==> config.mk <==
export PLATFORM = sky130hd
export DESIGN_NAME = branch_and_system_ctrl_exec
export DESIGN_NICKNAME = d
export VERILOG_FILES = /design/src/branch_exec_pkg.sv /design/src/byte_bus_if.sv /design/src/branch_and_system_ctrl_exec.sv /design/src/port_unit.sv
export VERILOG_INCLUDE_DIRS = /design/src
export SDC_FILE = /design/constraint.sdc
export NUM_CORES = 1
export LEC_CHECK = 0
export BUFFER_PORTS_ARGS = -buffer_cell sky130_fd_sc_hd__buf_4
export CORE_ASPECT_RATIO = 1.5
export CORE_MARGIN = 3
export CORE_UTILIZATION = 35
export CTS_CLUSTER_SIZE = 28
export DETAILED_ROUTE_END_ITERATION = 6
export PLACE_DENSITY = 0.53
export SLEW_MARGIN = 20
export SYNTH_ARGS = -nofsm -noshare
export SYNTH_HDL_FRONTEND = slang
export SYNTH_SLANG_ARGS = --single-unit
==> constraint.sdc <==
create_clock -name clk -period 5.65 [get_ports clk]
set_clock_uncertainty 0.05 [all_clocks]
set_input_delay 0.8475 -clock clk [delete_from_list [all_inputs] [get_ports clk]]
set_output_delay 0.8475 -clock clk [all_outputs]
set_load 0.01 [all_outputs]
==> src/branch_exec_params.svh <==
`ifndef BRANCH_EXEC_PARAMS_SVH
`define BRANCH_EXEC_PARAMS_SVH

// ----------------------------------------------------------------------
// Register offsets (byte addresses on APB)
// ----------------------------------------------------------------------
`define OFS_CMD        8'h00
`define OFS_OPND       8'h04
`define OFS_PC         8'h08
`define OFS_FLAGS      8'h0c
`define OFS_STATUS     8'h10
`define OFS_WAKE       8'h14
`define GPR_PAGE       3'h1

// ----------------------------------------------------------------------
// Command register fields
// ----------------------------------------------------------------------
`define CMD_OP_LSB     0
`define CMD_COND_LSB   8
`define CMD_REG_LSB    12
`define CMD_IMM_LSB    16

// ----------------------------------------------------------------------
// Flag positions and reset values
// ----------------------------------------------------------------------
`define FLAG_C         0
`define FLAG_V         1
`define FLAG_Z         2
`define FLAG_N         3
`define FLAGS_RST      8'h80
`define PC_RST         16'h0000
`define PC_STEP        16'h0002

// ----------------------------------------------------------------------
// Internal byte bus map and port reset values
// ----------------------------------------------------------------------
`define PORT_DIR_ADDR  16'hfffd
`define PORT_DATA_ADDR 16'hffff
`define PORT_DIR_READ  8'hff
`define PORT_DIR_RST   8'h00
`define PORT_DATA_RST  8'h00

`endif

==> src/branch_exec_pkg.sv <==
package branch_exec_pkg;

   // Operations issued through the command register
   typedef enum logic [4:0] {
      OP_IDLE        = 5'h00,
      OP_JUMP_COND   = 5'h01,
      OP_GOTO_ABS    = 5'h02,
      OP_CALL_ABS    = 5'h03,
      OP_CALL_REL    = 5'h04,
      OP_RETURN_CALL = 5'h05,
      OP_RETURN_EXC  = 5'h06,
      OP_SLEEP       = 5'h07,
      OP_LOAD_IMM    = 5'h08,
      OP_LOAD_REG    = 5'h09,
      OP_STORE_FLAGS = 5'h0a,
      OP_AND_FLAGS   = 5'h0b,
      OP_OR_FLAGS    = 5'h0c,
      OP_XOR_FLAGS   = 5'h0d,
      OP_BIT_SET     = 5'h0e,
      OP_BIT_CLEAR   = 5'h0f,
      OP_BIT_INVERT  = 5'h10,
      OP_BIT_STORE   = 5'h11,
      OP_BIT_ISTORE  = 5'h12
   } op_t;

   // Sequencer states, Gray coded along idle-exec-read-write
   typedef enum logic [2:0] {
      ST_IDLE  = 3'b000,
      ST_EXEC  = 3'b001,
      ST_READ  = 3'b011,
      ST_WRITE = 3'b010,
      ST_SLEEP = 3'b110
   } state_t;

endpackage

==> src/byte_bus_if.sv <==
// Internal byte bus between the sequencer and the port unit
interface byte_bus_if;
   logic [15:0] addr;
   logic [7:0]  wdata;
   logic        we;
   logic [7:0]  rdata;
   logic        hit;

   modport master (output addr, output wdata, output we, input rdata, input hit);
   modport target (input addr, input wdata, input we, output rdata, output hit);
endinterface

==> src/branch_and_system_ctrl_exec.sv <==
// How it works
// [RULE1] Bit clear reads the byte, clears one bit, writes the byte back.
// [RULE2] The write-only direction register reads as all ones.
// [RULE3] Direction bit 0 makes the pin an input.
// [RULE4] Direction bit 1 makes the pin drive its output data bit.
// [RULE5] Conditional jump branches when its condition is true; 0000 always, 0001 never.
// [RULE6] Unsigned codes 0010-0101 test C or Z, and C alone.
// [RULE7] Signed codes 1100-1111 test N xor V, and Z or N xor V.
// [RULE8] Codes 0110-1011 test Z, V and N for zero and one.
// [RULE9] Goto loads the address; relative call saves return and adds displacement.
// [RULE10] Absolute call saves the return address and jumps to the address.
// [RULE11] Return from call restores the saved return address.
// [RULE12] Return from exception restores the saved flags and program counter.
// [RULE13] Sleep leaves execution and enters power-down.
// [RULE14] Load flags takes an immediate byte or a general register.
// [RULE15] Store flags copies flags into a general register, flags unchanged.
// [RULE16] And-flags replaces flags with flags AND immediate.
// [RULE17] Or-flags replaces flags with flags OR immediate.
// [RULE18] Xor-flags replaces flags with flags XOR immediate.
// [RULE19] Idle op only adds two to the program counter.
// [RULE20] Bit set, clear, invert, store and inverted store are read-modify-write.

`include "branch_exec_params.svh"

module branch_and_system_ctrl_exec #(
   parameter int NUM_GPR     = 8,
   parameter int STACK_DEPTH = 8,
   parameter int RAM_BYTES   = 16
) (
   // Clock and reset
   input  wire logic        clk,
   input  wire logic        rst,
   // APB slave
   input  wire logic        psel,
   input  wire logic        penable,
   input  wire logic        pwrite,
   input  wire logic [7:0]  paddr,
   input  wire logic [31:0] pwdata,
   output logic      [31:0] prdata,
   output logic             pready,
   output logic             pslverr,
   // Port pins
   input  wire logic [7:0]  port_pin_in,
   output logic      [7:0]  port_pin_out,
   output logic      [7:0]  port_pin_oe,
   // Power-down indication
   output logic             sleeping
);
   import branch_exec_pkg::*;

   localparam int SPW = $clog2(STACK_DEPTH);
   localparam int RAW = $clog2(RAM_BYTES);
   localparam int GPW = $clog2(NUM_GPR);

   // ----------------------------------------------------------------------
   // State
   // ----------------------------------------------------------------------
   state_t              state_r;
   state_t              state_nxt;
   logic [15:0]         pc_r;
   logic [15:0]         pc_nxt;
   logic [7:0]          flags_r;
   logic [7:0]          flags_nxt;
   logic [31:0]         cmd_r;
   logic [15:0]         opnd_r;
   logic [7:0]          gpr_r [NUM_GPR];
   logic [23:0]         stk_r [STACK_DEPTH];
   logic [7:0]          ram_r [RAM_BYTES];
   logic [SPW-1:0]      sp_r;
   logic                taken_r;
   logic                taken_nxt;
   logic [7:0]          mod_r;
   logic                push;
   logic                pop;
   logic                gpr_we;

   byte_bus_if          bbus ();

   // ----------------------------------------------------------------------
   // Condition evaluation
   // ----------------------------------------------------------------------
   function automatic logic cond_eval(input logic [3:0] cf, input logic [7:0] f);
      logic c;
      logic z;
      logic n;
      logic v;
      c = f[`FLAG_C];
      z = f[`FLAG_Z];
      n = f[`FLAG_N];
      v = f[`FLAG_V];
      case (cf)
         4'h0: cond_eval = 1'b1;             // [RULE5]
         4'h1: cond_eval = 1'b0;             // [RULE5]
         4'h2: cond_eval = ~(c | z);         // [RULE6]
         4'h3: cond_eval = c | z;            // [RULE6]
         4'h4: cond_eval = ~c;               // [RULE6]
         4'h5: cond_eval = c;                // [RULE6]
         4'h6: cond_eval = ~z;               // [RULE8]
         4'h7: cond_eval = z;                // [RULE8]
         4'h8: cond_eval = ~v;               // [RULE8]
         4'h9: cond_eval = v;                // [RULE8]
         4'ha: cond_eval = ~n;               // [RULE8]
         4'hb: cond_eval = n;                // [RULE8]
         4'hc: cond_eval = ~(n ^ v);         // [RULE7]
         4'hd: cond_eval = n ^ v;            // [RULE7]
         4'he: cond_eval = ~(z | (n ^ v));   // [RULE7]
         default: cond_eval = z | (n ^ v);   // [RULE7]
      endcase
   endfunction

   // ----------------------------------------------------------------------
   // Command fields
   // ----------------------------------------------------------------------
   op_t         op;
   logic [3:0]  cond_field;
   logic [2:0]  bit_no;
   logic [GPW-1:0] reg_sel;
   logic [7:0]  imm;
   logic [15:0] pc_seq;
   logic [15:0] pc_rel;
   logic        is_bit_op;

   assign op         = op_t'(cmd_r[`CMD_OP_LSB +: 5]);
   assign cond_field = cmd_r[`CMD_COND_LSB +: 4];
   assign bit_no     = cmd_r[`CMD_COND_LSB +: 3];
   assign reg_sel    = cmd_r[`CMD_REG_LSB +: GPW];
   assign imm        = cmd_r[`CMD_IMM_LSB +: 8];
   assign pc_seq     = pc_r + `PC_STEP;
   // Displacement is the signed immediate byte of the command, added to the next address
   assign pc_rel     = pc_seq + {{8{imm[7]}}, imm};
   assign is_bit_op  = (op == OP_BIT_SET) || (op == OP_BIT_CLEAR) || (op == OP_BIT_INVERT)
                       || (op == OP_BIT_STORE) || (op == OP_BIT_ISTORE);

   // ----------------------------------------------------------------------
   // APB decode
   // ----------------------------------------------------------------------
   logic        setup;
   logic        wr_go;
   logic        hit_cmd;
   logic        hit_opnd;
   logic        hit_pc;
   logic        hit_flags;
   logic        hit_status;
   logic        hit_wake;
   logic        hit_gpr;
   logic        mapped;
   logic [GPW-1:0] gpr_idx;
   logic        idle;
   logic [31:0] status_word;
   logic [31:0] rd_mux;

   assign setup      = psel & ~penable;
   assign wr_go      = psel & penable & pwrite & pready;
   assign hit_cmd    = paddr == `OFS_CMD;
   assign hit_opnd   = paddr == `OFS_OPND;
   assign hit_pc     = paddr == `OFS_PC;
   assign hit_flags  = paddr == `OFS_FLAGS;
   assign hit_status = paddr == `OFS_STATUS;
   assign hit_wake   = paddr == `OFS_WAKE;
   assign hit_gpr    = (paddr[7:5] == `GPR_PAGE) && (paddr[1:0] == 2'h0)
                       && (32'(paddr[4:2]) < NUM_GPR);
   assign gpr_idx    = paddr[2 +: GPW];
   assign mapped     = hit_cmd | hit_opnd | hit_pc | hit_flags | hit_status | hit_wake | hit_gpr;
   assign idle       = state_r == ST_IDLE;
   assign status_word = {16'h0000, 8'(sp_r), 5'h00,
                         taken_r, state_r == ST_SLEEP, ~idle};

   // Read data selection
   assign rd_mux = hit_cmd    ? cmd_r :
                   hit_opnd   ? {16'h0000, opnd_r} :
                   hit_pc     ? {16'h0000, pc_r} :
                   hit_flags  ? {24'h000000, flags_r} :
                   hit_status ? status_word :
                   hit_gpr    ? {24'h000000, gpr_r[gpr_idx]} : 32'h00000000;

   // Answer registered in setup, ready for one access cycle
   always_ff @(posedge clk) begin
      if (rst) begin
         pready  <= 1'b0;
         pslverr <= 1'b0;
         prdata  <= 32'h00000000;
      end else begin
         pready  <= setup;
         pslverr <= setup & ~mapped;
         prdata  <= setup ? rd_mux : prdata;
      end
   end

   // ----------------------------------------------------------------------
   // Internal byte bus and read-modify-write data
   // ----------------------------------------------------------------------
   logic [7:0] rd_byte;
   logic [7:0] bit_mask;
   logic [7:0] mod_byte;

   assign bbus.addr  = opnd_r;
   assign bbus.wdata = mod_r;
   assign bbus.we    = (state_r == ST_WRITE) & bbus.hit;
   assign rd_byte    = bbus.hit ? bbus.rdata : ram_r[opnd_r[RAW-1:0]]; // [RULE20]
   assign bit_mask   = 8'h01 << bit_no;

   // Modify one bit of the byte just read
   always_comb begin
      case (op)
         OP_BIT_SET:    mod_byte = rd_byte | bit_mask;  // [RULE20]
         OP_BIT_CLEAR:  mod_byte = rd_byte & ~bit_mask; // [RULE1]
         OP_BIT_INVERT: mod_byte = rd_byte ^ bit_mask;  // [RULE20]
         OP_BIT_STORE:  mod_byte = flags_r[`FLAG_C] ? (rd_byte | bit_mask) : (rd_byte & ~bit_mask);
         default:       mod_byte = flags_r[`FLAG_C] ? (rd_byte & ~bit_mask) : (rd_byte | bit_mask);
      endcase
   end

   port_unit #(
      .WIDTH (8)
   ) u_port (
      .clk     (clk),
      .rst     (rst),
      .bus     (bbus.target),
      .pin_in  (port_pin_in),
      .pin_out (port_pin_out),
      .pin_oe  (port_pin_oe)
   );

   // ----------------------------------------------------------------------
   // Sequencer
   // ----------------------------------------------------------------------
   // Execute one command and work out the next architectural state
   always_comb begin
      state_nxt = state_r;
      pc_nxt    = pc_r;
      flags_nxt = flags_r;
      taken_nxt = taken_r;
      push      = 1'b0;
      pop       = 1'b0;
      gpr_we    = 1'b0;
      case (state_r)
         ST_IDLE: begin
            if (wr_go && hit_cmd) begin
               state_nxt = ST_EXEC;
            end
         end
         ST_EXEC: begin
            state_nxt = ST_IDLE;
            pc_nxt    = pc_seq; // [RULE19]
            taken_nxt = 1'b0;
            case (op)
               OP_JUMP_COND: begin
                  taken_nxt = cond_eval(cond_field, flags_r); // [RULE5]
                  pc_nxt    = taken_nxt ? pc_rel : pc_seq;    // [RULE5]
               end
               OP_GOTO_ABS: begin
                  pc_nxt = opnd_r; // [RULE9]
               end
               OP_CALL_ABS: begin
                  push   = 1'b1;   // [RULE10]
                  pc_nxt = opnd_r; // [RULE10]
               end
               OP_CALL_REL: begin
                  push   = 1'b1;   // [RULE9]
                  pc_nxt = pc_rel; // [RULE9]
               end
               OP_RETURN_CALL: begin
                  pop    = 1'b1;
                  pc_nxt = stk_r[sp_r - 1'b1][15:0]; // [RULE11]
               end
               OP_RETURN_EXC: begin
                  pop       = 1'b1;
                  pc_nxt    = stk_r[sp_r - 1'b1][15:0];  // [RULE12]
                  flags_nxt = stk_r[sp_r - 1'b1][23:16]; // [RULE12]
               end
               OP_SLEEP: begin
                  state_nxt = ST_SLEEP; // [RULE13]
               end
               OP_LOAD_IMM:    flags_nxt = imm;              // [RULE14]
               OP_LOAD_REG:    flags_nxt = gpr_r[reg_sel];   // [RULE14]
               OP_STORE_FLAGS: gpr_we    = 1'b1;             // [RULE15]
               OP_AND_FLAGS:   flags_nxt = flags_r & imm;    // [RULE16]
               OP_OR_FLAGS:    flags_nxt = flags_r | imm;    // [RULE17]
               OP_XOR_FLAGS:   flags_nxt = flags_r ^ imm;    // [RULE18]
               default: begin
                  if (is_bit_op) begin
                     state_nxt = ST_READ; // [RULE20]
                  end
               end
            endcase
         end
         ST_READ: begin
            state_nxt = ST_WRITE; // [RULE20]
         end
         ST_WRITE: begin
            state_nxt = ST_IDLE;
         end
         default: begin
            if (wr_go && hit_wake && pwdata[0]) begin
               state_nxt = ST_IDLE;
            end
         end
      endcase
   end

   // Sequencer state and power-down flag
   always_ff @(posedge clk) begin
      if (rst) begin
         state_r  <= ST_IDLE;
         sleeping <= 1'b0;
         taken_r  <= 1'b0;
      end else begin
         state_r  <= state_nxt;
         sleeping <= state_nxt == ST_SLEEP; // [RULE13]
         taken_r  <= taken_nxt;
      end
   end

   // Program counter, software may load it while idle
   always_ff @(posedge clk) begin
      if (rst) begin
         pc_r <= `PC_RST;
      end else if (idle && wr_go && hit_pc) begin
         pc_r <= pwdata[15:0];
      end else begin
         pc_r <= pc_nxt;
      end
   end

   // Flags register, software may load it while idle
   always_ff @(posedge clk) begin
      if (rst) begin
         flags_r <= `FLAGS_RST;
      end else if (idle && wr_go && hit_flags) begin
         flags_r <= pwdata[7:0];
      end else begin
         flags_r <= flags_nxt;
      end
   end

   // Command and operand, accepted only while idle
   always_ff @(posedge clk) begin
      if (rst) begin
         cmd_r  <= 32'h00000000;
         opnd_r <= 16'h0000;
      end else if (idle && wr_go) begin
         cmd_r  <= hit_cmd ? pwdata : cmd_r;
         opnd_r <= hit_opnd ? pwdata[15:0] : opnd_r;
      end
   end

   // Return stack: flags and return address saved together
   always_ff @(posedge clk) begin
      if (rst) begin
         sp_r <= '0;
      end else if (push) begin
         stk_r[sp_r] <= {flags_r, pc_seq}; // [RULE9] [RULE10]
         sp_r        <= sp_r + 1'b1;
      end else if (pop) begin
         sp_r <= sp_r - 1'b1; // [RULE11] [RULE12]
      end
   end

   // General registers: software writes while idle, store-flags writes
   always_ff @(posedge clk) begin
      if (gpr_we) begin
         gpr_r[reg_sel] <= flags_r; // [RULE15]
      end else if (idle && wr_go && hit_gpr) begin
         gpr_r[gpr_idx] <= pwdata[7:0];
      end
   end

   // Modified byte held between read and write
   always_ff @(posedge clk) begin
      if (rst) begin
         mod_r <= 8'h00;
      end else if (state_r == ST_READ) begin
         mod_r <= mod_byte; // [RULE1] [RULE20]
      end
   end

   // Scratch memory for bit operations outside the port
   always_ff @(posedge clk) begin
      if (state_r == ST_WRITE && !bbus.hit) begin
         ram_r[opnd_r[RAW-1:0]] <= mod_r; // [RULE1] [RULE20]
      end
   end

endmodule

==> src/port_unit.sv <==
`include "branch_exec_params.svh"

module port_unit #(
   parameter int WIDTH = 8
) (
   // Clock and reset
   input  wire logic             clk,
   input  wire logic             rst,
   // Byte bus
   byte_bus_if.target            bus,
   // Port pins
   input  wire logic [WIDTH-1:0] pin_in,
   output logic      [WIDTH-1:0] pin_out,
   output logic      [WIDTH-1:0] pin_oe
);

   // ----------------------------------------------------------------------
   // Decode
   // ----------------------------------------------------------------------
   logic             sel_dir;
   logic             sel_data;
   logic [WIDTH-1:0] pin_view;

   assign sel_dir  = bus.addr == `PORT_DIR_ADDR;
   assign sel_data = bus.addr == `PORT_DATA_ADDR;
   assign bus.hit  = sel_dir | sel_data;

   // Output bits show the latch, input bits show the pin
   assign pin_view  = (pin_oe & pin_out) | (~pin_oe & pin_in); // [RULE3] [RULE4]
   // Direction register is write-only and always reads as all ones
   assign bus.rdata = sel_dir ? `PORT_DIR_READ : (sel_data ? pin_view : 8'h00); // [RULE2]

   // ----------------------------------------------------------------------
   // Direction and output latches
   // ----------------------------------------------------------------------
   // Direction bit 1 drives the pin from the latch, 0 leaves it an input
   always_ff @(posedge clk) begin
      if (rst) begin
         pin_oe <= `PORT_DIR_RST;
      end else if (bus.we && sel_dir) begin
         pin_oe <= bus.wdata; // [RULE3] [RULE4]
      end
   end

   // Output data latch
   always_ff @(posedge clk) begin
      if (rst) begin
         pin_out <= `PORT_DATA_RST;
      end else if (bus.we && sel_data) begin
         pin_out <= bus.wdata;
      end
   end

endmodule

==> results of run 1 <==
==> layer usage <==
layer  track usage  share of wire  vias to the layer above  routed length [um]
met2         0.357           0.51                      618               38400
met1         0.238           0.39                     8362               29000
met3        0.0254          0.047                      170                3520
met4        0.0945          0.053                        0                3930
met5             0              0                        -                   0
li1              -              -                     7414                   -
==> cell type report <==
cell class	count	area (um^2)	area share
Clock inverter	22	246	0.00876
Multi-Input combinational cell	1184	9570	0.340
Timing Repair Buffer	139	1040	0.0371
Clock buffer	74	1510	0.0536
Sequential cell	529	14400	0.513
Tap cell	900	1130	0.0400
Inverter	52	195	0.00694
==> metrics by stage <==
step / hold slack [ps] / setup slack (ps) / utilization / area [um^2] / power [mW]
after global placement: 390 / 1830 / 0.380 / 26400 / 4.35
after CTS: 407 / 1760 / 0.405 / 28100 / 7.89
after floorplan: 381 / 2040 / - / 24600 / 4.26
after detailed placement: 395 / 1750 / 0.380 / 26400 / 4.35
after global routing: 422 / 1360 / 0.405 / 28100 / 8.02
final: 405 / 1730 / 0.405 / 28100 / 7.80
==> cell families (layout without fill, tap and decap cells) <==
logic type               count (synthesis)  after routing
AO/OA/AOI/OAI                          382            382
XOR/XNOR                                26             26
adder cells (fa/ha/maj)                 53             53
buffers and inverters                  173            287
flip-flops                             529            529
multiplexers                           207            207
AND/OR/NAND/NOR                        516            516
==> power breakdown <==
group / switching, mW / total, mW / internal [mW]
clock network: 1.52 / 3.53 / 2.01
registers: 0.00209 / 4.11 / 4.11
logic: 0.100 / 0.153 / 0.0526
==> state kept, by name, summed over array words and instances, names as in the netlist, 16 cells and up, named ones only <==
register	cells
pc_r	16
ram_r	128
prdata	32
stk_r	192
gpr_r	64
bbus.addr	16
cmd_r	32
==> worst max path at each step <==
stage / from / end / slack, ps / cells after the start
6_report: pc_r[1] / pc_r[10] / 1730 / 11
3_3_place_gp: pc_r[1] / pc_r[13] / 1830 / 10
4_1_cts: pc_r[1] / pc_r[13] / 1760 / 10
2_1_floorplan: state_r[1] / stk_r[1][0] / 2040 / 7
3_5_place_dp: pc_r[1] / pc_r[10] / 1750 / 11
5_1_grt: pc_r[1] / pc_r[10] / 1360 / 11
==> cells in the final DEF (no fill, tap or decap), drive strengths merged, types with 21 or more instances in the layout <==
master  instances
inv            57
clkbuf         74
a21oi         114
a22oi          21
ha             52
dfxtp         145
nand3          53
a221oi         25
nor2          125
edfxtp        384
nand2         201
mux2i          77
o21ai          56
nor3           29
mux4          120
buf           139
==> critical path, delay by kind of cell, from the launching register on <==
kind | cells | cell delay, ps
and+or+nand+nor | 2 | 430
AOI/OAI and AO/OA | 5 | 1300
DFF | 1 | 500
adders and majority gates | 2 | 650
xor gates and xnor gates | 1 | 690
buffers and inverters | 1 | 200
==> out/qor.yml, run 1 <==
outcome: "finished, final reports clean"
clock.fmax_mhz: 255
synth_common_cells: "edfxtp_1 (384), nand2_1 (201), dfxtp_1 (145), nor2_1 (124), mux4_2 (120)"
synth_top_area_share: 0.468
maxSlewViolCount: 0
path_cells: "ha_1 -> nand3_1 -> inv_1 -> nand3_1 -> xnor2_1 -> ha_1 -> a211o_1 -> o41ai_1 -> o21ai_0 -> a41oi_1 -> o22ai_1"
synth-seq-cells: 529
post_drt_wl_per_cell_um: 25.8
fin_cells: 2900
die_y_um: 331
dieWidth_um: 223
final_nets: 2063
cp-start-kind: "flip-flop"
design.die.area_um2: 73700
synth_nets: 1992
overflow: 0
syn-cell-area_um2: 24600
holdPathEnd: "cmd_r[15]"
crit_path_max_incr_delay_ps: 690
rsz0062_at_grt: "no"
clock-sinks: 529
grt_usage: 0.199
grt_start_max_net_pins: 56
r2r_cells: 11
p_per_area_nw_per_um2: 277
fillers: 6518
min_path_cells: 2
post-route-period-util: 0.694
synth.most_common_cell: "edfxtp_1"
slew_headroom: 0.269
setup_tns_ps: 0
worst_ep_arrival_time_ps: 4350
clk_pin_slew_ps: 60
routabilityCongestion: 0.926
antenna_left: 0
synth_top_family_by_area: "multiplexers"
drcViolationCount: 0
setup_viol: 0
synth_edf_count: 384
grt_pass1_wl_mm: 110
rows: 118
antenna_found_initial: 0
io_pins: 104
clk_path_buf_depth: 3
start_util: 0.355
avgViaCountPerCell: 5.71
yosys_warnings: 0
diodes: 0
dp.cells: 2804
clkLatencyLatePin_ps: 620
seq_area_frac_synth: 0.586
leakagePower_nw: 9.37
synthMuxAreaShare: 0.146
synth-main-ff-cell: "edfxtp_1"
synth_compound_area_frac: 0.105
syn_area_per_cell_um2: 13.1
htreeDepth: 2
min_from: "cmd_r[15]"
dr.pass1.iters: 6
reg2reg_from: "pc_r[1]"
required_ps: 6080
synth-simple-area-share: 0.0980
postCtsResizedCells: 0
dp_hpwl_mm: 52.6
fin_crit_ps: 3920
synth-adder-area-share: 0.0272
drive_above_1_share: 0.192
syn_inst: 1886
io_buffer_count: 103
grt_pass1_vias: 16500
setup.worst_path.class: "flip-flop to flip-flop"
crit_fanout: 11
cts_tree: "yes"
vdd_drop_max_uv: 204
synthXorXnorAreaFrac: 0.00924
cts-root-buf: "clkbuf_16"
synth_top_area_cell: "edfxtp_1"
post-cts-setup-buffers: 0
core_um2: 69400
crit_slowest_cell: "xnor2_1"
holdBufCountCts: 0
r2r_end: "pc_r[10]"
area_growth_pct: 14.1
reg2reg_slack_ps: 1730
tightest_slew_ps: 1090
async_flop_share: 0
drtIter0Drc: 1451
hold_viol_final: 0
yosysUniqueCellTypes: 86
maxCapViolCount: 0
wirelength_mm: 74.8
cp-end-kind: "flip-flop"
synth_area_leaders: "edfxtp_1 (47%), dfxtp_1 (12%), mux4_2 (11%)"
worstHoldPathType: "flip-flop to flip-flop"
cts_buffers: 51
vias: 16600
No activity file was read; power rests on OpenSTA's default activity.
==> run 2, diff against run 1 <==
- PLACE_DENSITY: 0.53 -> 0.55
- clock period: 5.65 -> 3.35 ns (I/O delays scaled with it)
==> run 2 against run 1 <==
Critical path depth shrank 1. Combinational power grew 67%. Global-route usage grew 0.22 points. Sequential power grew 69%. Non-clock buffer count up 109. Clock power rose by 63%. Register-to-register slack worse by 1600 ps. Via count rose by 2.3%. Total power is 66% higher. Utilization rose by 1.2 points.
==> out/qor.yml, run 2 (synthesis results as in run 1) <==
drcViolationCount: 0  # unchanged
worstHoldPathType: "input port to flip-flop"  # was flip-flop to flip-flop
grt_start_max_net_pins: 56  # unchanged
post_drt_wl_per_cell_um: 25.0  # was 25.8 um
antenna_left: 0  # unchanged
die_y_um: 331  # unchanged
p_per_area_nw_per_um2: 447  # was 277 nW/um^2
maxCapViolCount: 0  # unchanged
place_area_um2: 27300  # was 26400 um^2
core_um2: 69400  # unchanged
cts_buffers: 50  # was 51
clock.fmax_mhz: 309  # was 255 MHz
cts-root-buf: "clkbuf_16"  # unchanged
largest-register: "stk_r"  # unchanged
required_ps: 3830  # was 6080 ps
setup_viol: 0  # unchanged
final_nets: 2171  # was 2063
rsz0062_at_grt: "no"  # unchanged
tightest_slew_ps: 884  # was 1090 ps
design.die.area_um2: 73700  # unchanged
maxSlewViolCount: 0  # unchanged
worst_ep_arrival_time_ps: 3720  # was 4350 ps
vias: 16900  # was 16.6k
start_util: 0.355  # unchanged
cts_tree: "yes"  # unchanged
dp_hpwl_mm: 54.5  # was 52.6 mm
p_total_mw: 13.0  # was 7.80 mW
dp_slack_ps: 104  # was 1750 ps
cp-end-kind: "flip-flop"  # unchanged
largest_reg_flops: 192  # unchanged
hold_viol_final: 0  # unchanged
layout_commonest_cell: "edfxtp_1"  # unchanged
finalInstanceArea_um2: 29000  # was 28100 um^2
htreeDepth: 2  # unchanged
clock-sinks: 529  # unchanged
grt_pass1_wl_mm: 112  # was 110 mm
outcome: "finished, final reports clean"  # unchanged
final_cell_mix: "edfxtp_1 (384), buf_4 (238), nand2_1 (201)"  # was edfxtp_1 (384), nand2_1 (201), dfxtp_1 (143)
vdd_drop_max_uv: 369  # was 204 uV
cp-start-kind: "flip-flop"  # unchanged
overflow: 0  # unchanged
utilization: 0.418  # was 0.405
clkLatencyLatePin_ps: 590  # was 620 ps
clk_path_buf_depth: 3  # unchanged
dr.pass1.iters: 7  # was 6
area_growth_pct: 17.6  # was 14.1%
grt_usage: 0.201  # was 0.199
slew_headroom: 0.409  # was 0.269
avgViaCountPerCell: 5.63  # was 5.71
crit_fanout: 4  # was 11
io_pins: 104  # unchanged
routabilityCongestion: 0.964  # was 0.926
clk_pin_slew_ps: 70  # was 60 ps
rows: 118  # unchanged
holdBufCountCts: 0  # unchanged
post-route-period-util: 0.967  # was 0.694
worst_slack_ps: 110  # was 1730 ps
drive_above_1_share: 0.231  # was 0.192
leakagePower_nw: 9.84  # was 9.37 nW
setup.worst_path.class: "flip-flop to flip-flop"  # unchanged
setup_tns_ps: 0  # unchanged
drtIter0Drc: 1345  # was 1451
fin_crit_ps: 3240  # was 3920 ps
grt_pass1_vias: 17200  # was 16.5k
wirelength_mm: 75.3  # was 74.8 mm
dieWidth_um: 223  # unchanged
antenna_found_initial: 2  # was 0
io_buffer_count: 103  # unchanged
## run 2: final timing paths
check                           startpoint          to  slack (ps)  cells after the start
worst max register to register     pc_r[2]    pc_r[13]         110                     10
worst min-delay path            pwdata[20]   cmd_r[20]         130                      3
worst max-delay path               pc_r[2]    pc_r[13]         110                     10
worst min register to register  prdata[18]  prdata[18]         400                      2
## run 2: area by class of cell
type | instances | area (um^2)
Fill cell | 6372 | 40400
Sequential cell | 529 | 14400
Multi-Input combinational cell | 1184 | 9570
Timing Repair Buffer | 248 | 1990
Clock buffer | 66 | 1410
Tap cell | 900 | 1130
Clock inverter | 28 | 256
Inverter | 52 | 195
Antenna cell | 1 | 2.50
## run 2: worst max-delay path, stage by stage, from the launching register on
cell and delay, ps:
dfxtp_1 380, nand4_1 170, or4_4 540, xnor2_1 170, ha_1 200, or3_1 360, a31o_1 190, or3b_1 460
a41oi_1 300, mux2i_1 240, o2bb2ai_1 120
## run 2: timing repair
item | CTS | global route
resized for setup | 0 | 4
setup buffers | 0 | 0
endpoints found under the setup margin | 0 | 5
## run 2: power breakdown
group          switching [mW]  internal (mW)
Clock                    2.53           3.23
Combinational           0.162         0.0929
Sequential            0.00633           6.93
## run 2: per-layer routing
layer | GRT usage | share of wire | up-vias
li1 | - | - | 7636
met1 | 0.237 | 0.38 | 8537
met2 | 0.358 | 0.51 | 585
met3 | 0.0245 | 0.049 | 188
met4 | 0.110 | 0.063 | 2
met5 | 0 | 0.00015 | -
## run 2: per-stage QoR
step | hold WS (ps) | instances
final | 128 | 3008
after global routing | 123 | 3007
after CTS | 107 | 3007
after detailed placement | 396 | 2913
after global placement | 389 | 2913
after floorplan | 381 | 1886
==> run 3, diff against run 2 <==
- CORE_UTILIZATION: 35 -> 25
- PLACE_DENSITY: 0.55 -> 0.43
- SKIP_CTS_REPAIR_TIMING: unset -> 1
==> run 3 against run 2 <==
Die area rose by 39%. Via count rose by 1.2%. Critical path type unchanged. Sequential share of layout area fell by 1.3 points. Total power rose by 4.5%. Cell count rose by 13%. Wire length rose by 12%. Largest cell class unchanged.
==> out/qor.yml, run 3 (synthesis results as in run 1) <==
dp.cells: 3305  # was 2913
maxSlewViolCount: 0  # unchanged
outcome: "finished, final reports clean"  # unchanged
min_from: "pwdata[31]"  # was pwdata[20]
avgViaCountPerCell: 5.03  # was 5.63
reg2reg_from: "pc_r[1]"  # was pc_r[2]
post-route-period-util: 0.968  # was 0.967
final_cell_mix: "edfxtp_1 (384), buf_4 (250), nand2_1 (201)"  # was edfxtp_1 (384), buf_4 (238), nand2_1 (201)
hold_ws_ps: 107  # was 128 ps
clk_pin_slew_ps: 60  # was 70 ps
cts-root-buf: "clkbuf_16"  # unchanged
reg2reg_slack_ps: 110  # about the same
htreeDepth: 2  # unchanged
drcViolationCount: 0  # unchanged
dieWidth_um: 262  # was 223 um
grt_pass1_wl_mm: 123  # was 112 mm
fillers: 9858  # was 6372
clk_path_buf_depth: 3  # unchanged
vias: 17200  # was 16.9k
grt_pass1_vias: 17800  # was 17.2k
cts_buffers: 57  # was 50
clkLatencyLatePin_ps: 620  # was 590 ps
rows: 140  # was 118
io_pins: 104  # unchanged
tightest_slew_ps: 862  # was 884 ps
post_drt_wl_per_cell_um: 24.8  # was 25.0 um
dr.pass1.iters: 5  # was 7
dp_hpwl_mm: 61.2  # was 54.5 mm
maxCapViolCount: 0  # unchanged
layout_commonest_cell: "edfxtp_1"  # unchanged
antenna_left: 0  # unchanged
crit_fanout: 4  # unchanged
slew_headroom: 0.423  # was 0.409
worstHoldPathType: "input port to flip-flop"  # unchanged
cp-start-kind: "flip-flop"  # unchanged
worst_slack_ps: 108  # was 110 ps
rsz0062_at_grt: "no"  # unchanged
hold_viol_final: 0  # unchanged
final_nets: 2192  # was 2171
r2r_cells: 10  # unchanged
clock.fmax_mhz: 308  # was 309 MHz
area_growth_pct: 20.9  # was 17.6%
fin_crit_ps: 3240  # about the same
largest-register: "stk_r"  # unchanged
largest_reg_flops: 192  # unchanged
vdd_drop_max_uv: 356  # was 369 uV
cp-startpoint: "pc_r[1]"  # was pc_r[2]
cp-end-kind: "flip-flop"  # unchanged
wirelength_mm: 84.5  # was 75.3 mm
fin_cells: 3412  # was 3008
setup.worst_path.class: "flip-flop to flip-flop"  # unchanged
p_per_area_nw_per_um2: 454  # was 447 nW/um^2
overflow: 0  # unchanged
required_ps: 3850  # was 3830 ps
core_um2: 97400  # was 69400 um^2
grt_usage: 0.162  # was 0.201
crit_end: "pc_r[13]"  # unchanged
die_y_um: 391  # was 331 um
routabilityCongestion: 0.921  # was 0.964
cts_tree: "yes"  # unchanged
start_util: 0.253  # was 0.355
dp_slack_ps: 46.2  # was 104 ps
r2r_end: "pc_r[13]"  # unchanged
grt_start_max_net_pins: 76  # was 56
design.die.area_um2: 102000  # was 73700 um^2
min_path_cells: 3  # unchanged
leakagePower_nw: 9.99  # was 9.84 nW
antenna_found_initial: 0  # was 2
clock-sinks: 529  # unchanged
drive_above_1_share: 0.236  # was 0.231
drtIter0Drc: 1274  # was 1345
io_buffer_count: 103  # unchanged
setup_tns_ps: 0  # unchanged
worst_ep_arrival_time_ps: 3740  # was 3720 ps
setup_viol: 0  # unchanged
==> run 3: cell count changes in the layout (fill, tap and decap cells not counted), sizes merged <==
cell and delta:
clkinv +1, clkbuf +10, bufinv +3, buf +14
inv -3, clkinvlp +1
==> run 3: per-layer routing <==
layer | wire, um | part of all wire | GRT usage | up-vias
li1 | - | - | - | 7696
met1 | 32600 | 0.39 | 0.187 | 8745
met2 | 43900 | 0.52 | 0.294 | 560
met3 | 3590 | 0.043 | 0.0223 | 153
met4 | 4430 | 0.052 | 0.0782 | 0
met5 | 0 | 0 | 0 | -
==> run 3: worst max-delay path, stage by stage (launching register included) <==
cell and delay [ps]:
dfxtp_1 400, nand4_1 230, or4_4 560, xnor2_1 170
ha_1 210, or3_1 370, a31o_1 200, or3b_4 440
a41oi_2 200, mux2i_1 200, o2bb2ai_1 120
==> run 3: how the worst min path moves through the flow <==
stage and endpoint:
2_1_floorplan cmd_r[15], 3_3_place_gp cmd_r[6], 3_5_place_dp cmd_r[5], 4_1_cts cmd_r[18]
5_1_grt cmd_r[27], 6_report cmd_r[31]
==> run 3: cell type report <==
| class | count | area (um^2) | area share |
|---|---|---|---|
| Antenna cell | 1 | 2.50 | 0.0000840 |
| Inverter | 52 | 195 | 0.00655 |
| Clock buffer | 76 | 1530 | 0.0513 |
| Clock inverter | 30 | 324 | 0.0109 |
| Timing Repair Buffer | 262 | 2120 | 0.0710 |
| Multi-Input combinational cell | 1184 | 9590 | 0.322 |
| Sequential cell | 529 | 14400 | 0.485 |
| Tap cell | 1278 | 1600 | 0.0537 |
==> run 3: power breakdown <==
part	switching, mW	internal (mW)
Combinational	0.170	0.0939
Sequential	0.00394	6.93
Clock	2.67	3.67
==> run 3: per-stage QoR <==
step | util | power, mW | area [um^2]
floorplan | - | 7.19 | 24700
global placement | 0.287 | 7.34 | 27900
detailed placement | 0.287 | 7.34 | 27900
CTS | 0.306 | 13.7 | 29800
global route | 0.306 | 14.0 | 29800
finish | 0.306 | 13.5 | 29800
